$ cat src/pcpd_defs.svh
// Timing constants and reset values for the pin-controlled power-down block.
// Assumes a single 200 MHz reference clock.
`ifndef PCPD_DEFS_SVH
`define PCPD_DEFS_SVH

// =====================================================================
// Clock and wake timing
`define PCPD_CLK_PERIOD_PS 5000
`define PCPD_WAKE_MAX_NS 1000
`define PCPD_WAKE_CYC ((`PCPD_WAKE_MAX_NS * 1000) / `PCPD_CLK_PERIOD_PS)
`define PCPD_SYNC_LAT 3
`define PCPD_CNT_W 8

// =====================================================================
// Reset values
`define PCPD_PAD_RST 1'b0
`define PCPD_OE_RST 1'b0

`endif

$ cat src/pcpd_pkg.sv
// Types shared by the power-down block.
// No dependencies.
package pcpd_pkg;

  // ===================================================================
  // Sequencer states
  typedef enum logic [1:0] {
    PCPD_RUN = 2'b00,
    PCPD_SLEEP = 2'b01,
    PCPD_WAKE = 2'b10
  } pcpd_state_type;

endpackage

$ cat src/pcpd_pin_if.sv
// Carrier between pad-level inputs and their synchronised copies.
// Driven and read inside the power-down top only.
`timescale 1ns/1ps
`default_nettype none

interface pcpd_pin_if #(
  parameter int WIDTH = 1
);
  logic [WIDTH-1:0] raw;
  logic [WIDTH-1:0] clean;

  modport sync (input raw, output clean);
  modport user (output raw, input clean);
endinterface

`default_nettype wire

$ cat src/pcpd_top.sv
// Pin-controlled power-down sequencer for a bank of user I/O pads.
// Assumes core logic on ref_clk_in honours freeze_out as a global hold.
`timescale 1ns/1ps
`include "pcpd_defs.svh"
`default_nettype none

// Function
// - Power-down works only when enabled by configuration, and the pin then serves as the sleep request.
// - While sleep is requested all outputs and internal states are held so output data stays valid.
// - An output that is high-impedance when sleep starts stays high-impedance throughout.
// - During sleep every input except the sleep request is blocked from the internal logic.
// - During sleep the pin hold latches stay active and keep each pin at its last level.
// - With power-down enabled the sleep pin never reaches the logic array as a data input.
// - After the request falls the device resumes within 1 us and the board waits that long.
module pcpd_top #(
  parameter int PADS = 32,
  parameter int SLEEP_IDX = 6
) (
  input wire logic ref_clk_in,
  input wire logic rstn_in,
  input wire logic sleep_enable_in,
  input wire logic [PADS-1:0] pad_in,
  output logic [PADS-1:0] pad_out,
  output logic [PADS-1:0] pad_oe_out,
  input wire logic [PADS-1:0] core_out_in,
  input wire logic [PADS-1:0] core_oe_in,
  output logic [PADS-1:0] array_in_out,
  output logic [PADS-1:0] keep_level_out,
  output logic keep_en_out,
  output logic freeze_out,
  output logic sleep_active_out
);

  localparam int WAKE_CYC = `PCPD_WAKE_CYC;
  // Pin sampling, synchroniser, state change and output register
  // all come out of the wake budget, so outputs are live inside it
  localparam int WAKE_HOLD = WAKE_CYC - `PCPD_SYNC_LAT - 4;
  localparam logic [`PCPD_CNT_W-1:0] WAKE_LOAD = WAKE_HOLD[`PCPD_CNT_W-1:0];

  // ===================================================================
  // Reset release
  logic rst_s1_q;
  logic rst_s2_q;
  logic rstn;

  always_ff @(posedge ref_clk_in or negedge rstn_in) begin
    if (!rstn_in) begin
      rst_s1_q <= 1'b0;
      rst_s2_q <= 1'b0;
    end else begin
      rst_s1_q <= 1'b1;
      rst_s2_q <= rst_s1_q;
    end
  end

  assign rstn = rst_s2_q;

  // ===================================================================
  // Pad input synchronisers, enable strap on the top bit
  pcpd_pin_if #(.WIDTH(PADS + 1)) pins_if ();

  assign pins_if.raw = {sleep_enable_in, pad_in};

  pcpd_sync #(.WIDTH(PADS + 1)) u_sync (
    .clk_in(ref_clk_in),
    .rstn_in(rstn),
    .pins(pins_if)
  );

  logic [PADS-1:0] pad_clean;
  logic cfg_en;
  logic sleep_req;

  assign pad_clean = pins_if.clean[PADS-1:0];
  assign cfg_en = pins_if.clean[PADS];
  assign sleep_req = cfg_en & pad_clean[SLEEP_IDX];

  // ===================================================================
  // Sequencer
  pcpd_pkg::pcpd_state_type state_q;
  pcpd_pkg::pcpd_state_type state_d;
  logic [`PCPD_CNT_W-1:0] wake_cnt_q;
  logic [`PCPD_CNT_W-1:0] wake_cnt_d;

  always_comb begin
    state_d = state_q;
    wake_cnt_d = wake_cnt_q;
    case (state_q)
      pcpd_pkg::PCPD_RUN: begin
        if (sleep_req) begin
          state_d = pcpd_pkg::PCPD_SLEEP;
        end
      end
      pcpd_pkg::PCPD_SLEEP: begin
        if (!sleep_req) begin
          state_d = pcpd_pkg::PCPD_WAKE;
          wake_cnt_d = WAKE_LOAD;
        end
      end
      pcpd_pkg::PCPD_WAKE: begin
        if (sleep_req) begin
          state_d = pcpd_pkg::PCPD_SLEEP;
        end else if (wake_cnt_q == '0) begin
          state_d = pcpd_pkg::PCPD_RUN;
        end else begin
          wake_cnt_d = wake_cnt_q - 1'b1;
        end
      end
      default: begin
        state_d = pcpd_pkg::PCPD_RUN;
        wake_cnt_d = '0;
      end
    endcase
  end

  always_ff @(posedge ref_clk_in or negedge rstn) begin
    if (!rstn) begin
      state_q <= pcpd_pkg::PCPD_RUN;
      wake_cnt_q <= '0;
    end else begin
      state_q <= state_d;
      wake_cnt_q <= wake_cnt_d;
    end
  end

  logic freeze;
  assign freeze = (state_q != pcpd_pkg::PCPD_RUN);

  // ===================================================================
  // Pad drivers, held while frozen
  logic [PADS-1:0] pad_out_q;
  logic [PADS-1:0] pad_out_d;
  logic [PADS-1:0] pad_oe_q;
  logic [PADS-1:0] pad_oe_d;

  always_comb begin
    if (freeze) begin
      pad_out_d = pad_out_q;
      pad_oe_d = pad_oe_q;
    end else begin
      // Resumes straight from core state, nothing cleared
      pad_out_d = core_out_in;
      pad_oe_d = core_oe_in;
    end
  end

  always_ff @(posedge ref_clk_in or negedge rstn) begin
    if (!rstn) begin
      pad_out_q <= {PADS{`PCPD_PAD_RST}};
      pad_oe_q <= {PADS{`PCPD_OE_RST}};
    end else begin
      pad_out_q <= pad_out_d;
      pad_oe_q <= pad_oe_d;
    end
  end

  // ===================================================================
  // Array inputs, blocked while frozen
  logic [PADS-1:0] array_q;
  logic [PADS-1:0] array_d;

  always_comb begin
    if (freeze) begin
      array_d = array_q;
    end else begin
      array_d = pad_clean;
    end
    if (cfg_en) begin
      array_d[SLEEP_IDX] = 1'b0;
    end
  end

  always_ff @(posedge ref_clk_in or negedge rstn) begin
    if (!rstn) begin
      array_q <= {PADS{`PCPD_PAD_RST}};
    end else begin
      array_q <= array_d;
    end
  end

  // ===================================================================
  // Pin keepers, last level kept while frozen
  logic [PADS-1:0] keep_q;
  logic [PADS-1:0] keep_d;

  always_comb begin
    if (freeze) begin
      keep_d = keep_q;
    end else begin
      keep_d = pad_clean;
    end
  end

  always_ff @(posedge ref_clk_in or negedge rstn) begin
    if (!rstn) begin
      keep_q <= {PADS{`PCPD_PAD_RST}};
    end else begin
      keep_q <= keep_d;
    end
  end

  // ===================================================================
  // Freeze flag towards the core
  logic freeze_q;
  logic freeze_d;

  always_comb begin
    freeze_d = freeze;
  end

  always_ff @(posedge ref_clk_in or negedge rstn) begin
    if (!rstn) begin
      freeze_q <= 1'b0;
    end else begin
      freeze_q <= freeze_d;
    end
  end

  assign pad_out = pad_out_q;
  assign pad_oe_out = pad_oe_q;
  assign array_in_out = array_q;
  assign keep_level_out = keep_q;
  assign keep_en_out = 1'b1;
  assign freeze_out = freeze_q;
  assign sleep_active_out = freeze_q;

endmodule

`default_nettype wire

$ cat src/pcpd_sync.sv
// Three-stage input synchroniser with agreement filter.
// Assumes raw inputs are asynchronous to clk_in.
`timescale 1ns/1ps
`default_nettype none

module pcpd_sync #(
  parameter int WIDTH = 1
) (
  input wire logic clk_in,
  input wire logic rstn_in,
  pcpd_pin_if.sync pins
);

  // ===================================================================
  // Stages
  logic [WIDTH-1:0] s1_q;
  logic [WIDTH-1:0] s2_q;
  logic [WIDTH-1:0] s3_q;
  logic [WIDTH-1:0] clean_q;
  logic [WIDTH-1:0] clean_d;

  always_comb begin
    // Change accepted once stages two and three agree
    for (int i = 0; i < WIDTH; i++) begin
      clean_d[i] = (s2_q[i] == s3_q[i]) ? s3_q[i] : clean_q[i];
    end
  end

  always_ff @(posedge clk_in or negedge rstn_in) begin
    if (!rstn_in) begin
      s1_q <= '0;
      s2_q <= '0;
      s3_q <= '0;
      clean_q <= '0;
    end else begin
      s1_q <= pins.raw;
      s2_q <= s1_q;
      s3_q <= s2_q;
      clean_q <= clean_d;
    end
  end

  assign pins.clean = clean_q;

endmodule

`default_nettype wire

$ cat config.mk
export PLATFORM = sky130hd
export DESIGN_NAME = pcpd_top
export DESIGN_NICKNAME = d
export VERILOG_FILES = /design/src/pcpd_pkg.sv /design/src/pcpd_pin_if.sv /design/src/pcpd_top.sv /design/src/pcpd_sync.sv
export VERILOG_INCLUDE_DIRS = /design/src /design/src/src
export SDC_FILE = /design/constraint.sdc
export NUM_CORES = 1
export LEC_CHECK = 0
export BUFFER_PORTS_ARGS = -buffer_cell sky130_fd_sc_hd__clkbuf_2
export CORE_MARGIN = 2
export CORE_UTILIZATION = 45
export CTS_BUF_LIST = sky130_fd_sc_hd__clkbuf_4 sky130_fd_sc_hd__clkbuf_8
export DETAILED_ROUTE_END_ITERATION = 8
export GPL_TIMING_DRIVEN = 0
export PLACE_DENSITY = 0.7
export REMOVE_ABC_BUFFERS = 1
export SYNTH_ARGS = -nofsm -noshare
export SYNTH_HDL_FRONTEND = slang
export SYNTH_SLANG_ARGS = --single-unit
$ cat constraint.sdc
create_clock -name ref_clk_in -period 8.6 [get_ports ref_clk_in]
set_input_delay 0 -clock ref_clk_in [delete_from_list [all_inputs] [get_ports ref_clk_in]]
set_output_delay 0 -clock ref_clk_in [all_outputs]
set_load 0.02 [all_outputs]
==> flow_summary.ini <==
[global_route]
grt_remaining_overflow = 0
grt_pass1_wl_mm = 26.7
antenna_found_initial = 0
grt_usage_pct = 16.8
grt_max_degree = 70
grt_pass1_vias = 5641

[sta]
slew_viol_final = 0
skew_ps = 10.4
fin_crit_ps = 2160
worstMarginPinSlew_ps = 903
slew_headroom_pct = 39.8
setup_viol = 0
post-route-period-util_pct = 25.1
hold_viol_final = 0
fmax_ghz = 0.464
rsz0062_at_grt = no
hold-worst-slack_ps = 139
setup-tns-final_ps = 0

[critical_path]
crit_type = register to register
r2r_end = pad_out[17]
cp_max_fo = 63
start_kind = register
r2r_setup_slack_ps = 6440
r2r_cells = 4
worstPathRequired_ps = 8980
end_kind = register
r2r_start = state_q[0]
cp.arrival_ps = 2540

[logic_synthesis]
synth.distinct_cells = 35
synth_top_family_by_area = multiplexers
synth_compound_area_share_pct = 2.62
ys_ff_latch = 242
synth-xor-area-share_pct = 0
synthAdderAreaFrac_pct = 4.93
syn_inst = 485
synthSimpleGateAreaFrac_pct = 1.40
synth_edf_count = 0
synth_area_leaders = dfrtp_1, mux2_2, maj3_1
yosys.cell_count.top_type = dfrtp_1
synth_flop_cell = dfrtp_1
synth_common_cells = dfrtp_1, mux2_2, buf_4, maj3_1, buf_2
synthArstFlopShare_pct = 100
yosysSeqAreaShare_pct = 73.6
synthMuxAreaShare_pct = 13.1
syn_area_per_cell_um2 = 17.0
syn_area_um2 = 8220
synth.largest_area_cell = dfrtp_1
ys_warn_count = 0
yosysTopAreaCellShare_pct = 73.6

[route]
ant_nets = 0
maxUsedRoutingLayer = met4
wl_mm = 15.8
dr_wl_met3_um = 955
vias_per_cell = 4.69
drt_iter0_markers = 108
drc = 0
wl_met2_mm = 8.18
avgRoutedWirePerCell_um = 14.9
dr.pass1.iters = 4
wl_met1_mm = 6.31
vias = 4986

[cells_and_area]
fin_nets = 917
final_area_um2 = 11200
syn2layout_area_growth_pct = 36.4
n_antenna_cell = 0
drive_gt1_share_pct = 47.5
n_fill_cell = 1323

[cts]
cts_resized = 0
cts_buffer_depth = 3
cts.reportedPaths.clkPinSlew_ps = 60
cts_root_buffer = clkbuf_8
cts-buffers-inserted = 39
htree_levels = 2
cts_sinks = 242
insertion_delay_ps = 500
cts_tree = built
postCtsSetupRepairBufs = 0

[placement]
placed_area_um2 = 9460
gp_congestion = 0.760
dpl.hpwl_mm = 9.56
port_buffers = 228

[die]
initial_core_util_pct = 45.8
core.rowCount = 49
ios = 230
core-area_um2 = 18000
die-area_um2 = 19400
die-height_um = 139
die_w_um = 139

[worst_hold_path]
hold_depth = 2
hold_path.class = primary input to register
whs_endpoint = u_sync.s1_q[3]
hold_path_startpoint = pad_in[3]

[outcome]
status = finished, final reports clean

[power]
power_leakage_nw = 5.29
power_per_cell_area_nw_per_um2 = 353
ir_drop_uv = 223

[flow_run]
timing.max_cap.violations = 0
cells in the final DEF, fill, tap and decap left out, drive strengths merged, types with 3 or more instances in the layout:
master         n
clkbuf       285
dfrtp        242
dlygate4sd3   99
mux2          96
maj3          33
inv           10
a21oi          7
o21ai          7
nor2           6
ha             6
nand2          5
a31oi          5
clkinv         4
buf            4
nor3           3
cell families after synthesis:
kind of cell | Yosys count
AOI/OAI and AO/OA | 33
other | 1
buffers and inverters | 54
adders and majority gates | 39
and+or+nand+nor | 20
DFF | 242
muxes | 96
repair_timing:
| item | in CTS | in global routing |
|---|---|---|
| hold buffers | 99 | 0 |
| endpoints found under the setup margin | 0 | 0 |
| hold endpoints to repair | 99 | 0 |
routing by layer:
| metal | global-route usage, % | vias to the layer above |
|---|---|---|
| met2 | 30.0 | 185 |
| met4 | 6.27 | 0 |
| met5 | 0 | - |
| li1 | - | 2298 |
| met3 | 4.35 | 37 |
| met1 | 19.6 | 2466 |
sequential cells by signal, summed over array words and instances, names as in the netlist:
signal	cells
pad_out	32
keep_level_out	1
array_in_out	32
pad_oe_out	32
state_q	2
u_sync.s1_q	33
u_sync.s3_q	33
freeze_out	1
rst_s1_q	1
u_sync.pins.clean	33
u_sync.s2_q	33
wake_cnt_q	8
rst_s2_q	1
final cells by class:
cell class	instances	area [um^2]	share of cell area, %
Sequential cell	242	6060	54.0
Clock buffer	57	734	6.55
Multi-Input combinational cell	190	1840	16.4
Inverter	8	30.0	0.268
Clock inverter	6	37.5	0.335
Timing Repair Buffer	331	2230	19.9
Tap cell	229	287	2.55
worst max-delay path by stage:
stage                     from              endpoint  slack, ps  cells after the start
floorplan             rst_s2_q       array_in_out[0]       1360                      0
global placement      rst_s2_q  u_sync.pins.clean[5]       -640                      0
detailed placement  state_q[0]        pad_oe_out[22]       6410                      4
CTS                 state_q[0]        pad_oe_out[22]       6410                      4
global route        state_q[1]         wake_cnt_q[5]       6290                      6
finish              state_q[0]           pad_out[17]       6440                      4
metrics by stage:
step	worst slack (ps)	utilization (%)	cells	total power [W]
after global placement	-636	52.0	897	0.00297
after global routing	6290	62.5	1063	0.00418
final	6440	62.5	1063	0.00396
after floorplan	1360	-	440	0.00251
after CTS	6410	62.5	1063	0.00399
after detailed placement	6410	52.6	901	0.00298
worst max-delay path: stages (launching register included):
cell     delay, ps
dfrtp_1        430
inv_1          160
ha_4           730
buf_12         310
mux2_2         370
where the power goes:
group          internal [W]  switching [W]  total (W)
clock network      0.000546       0.000414   0.000959
logic              0.000576       0.000801    0.00138
registers           0.00143       0.000194    0.00162
(Power assumes the default switching activity.)
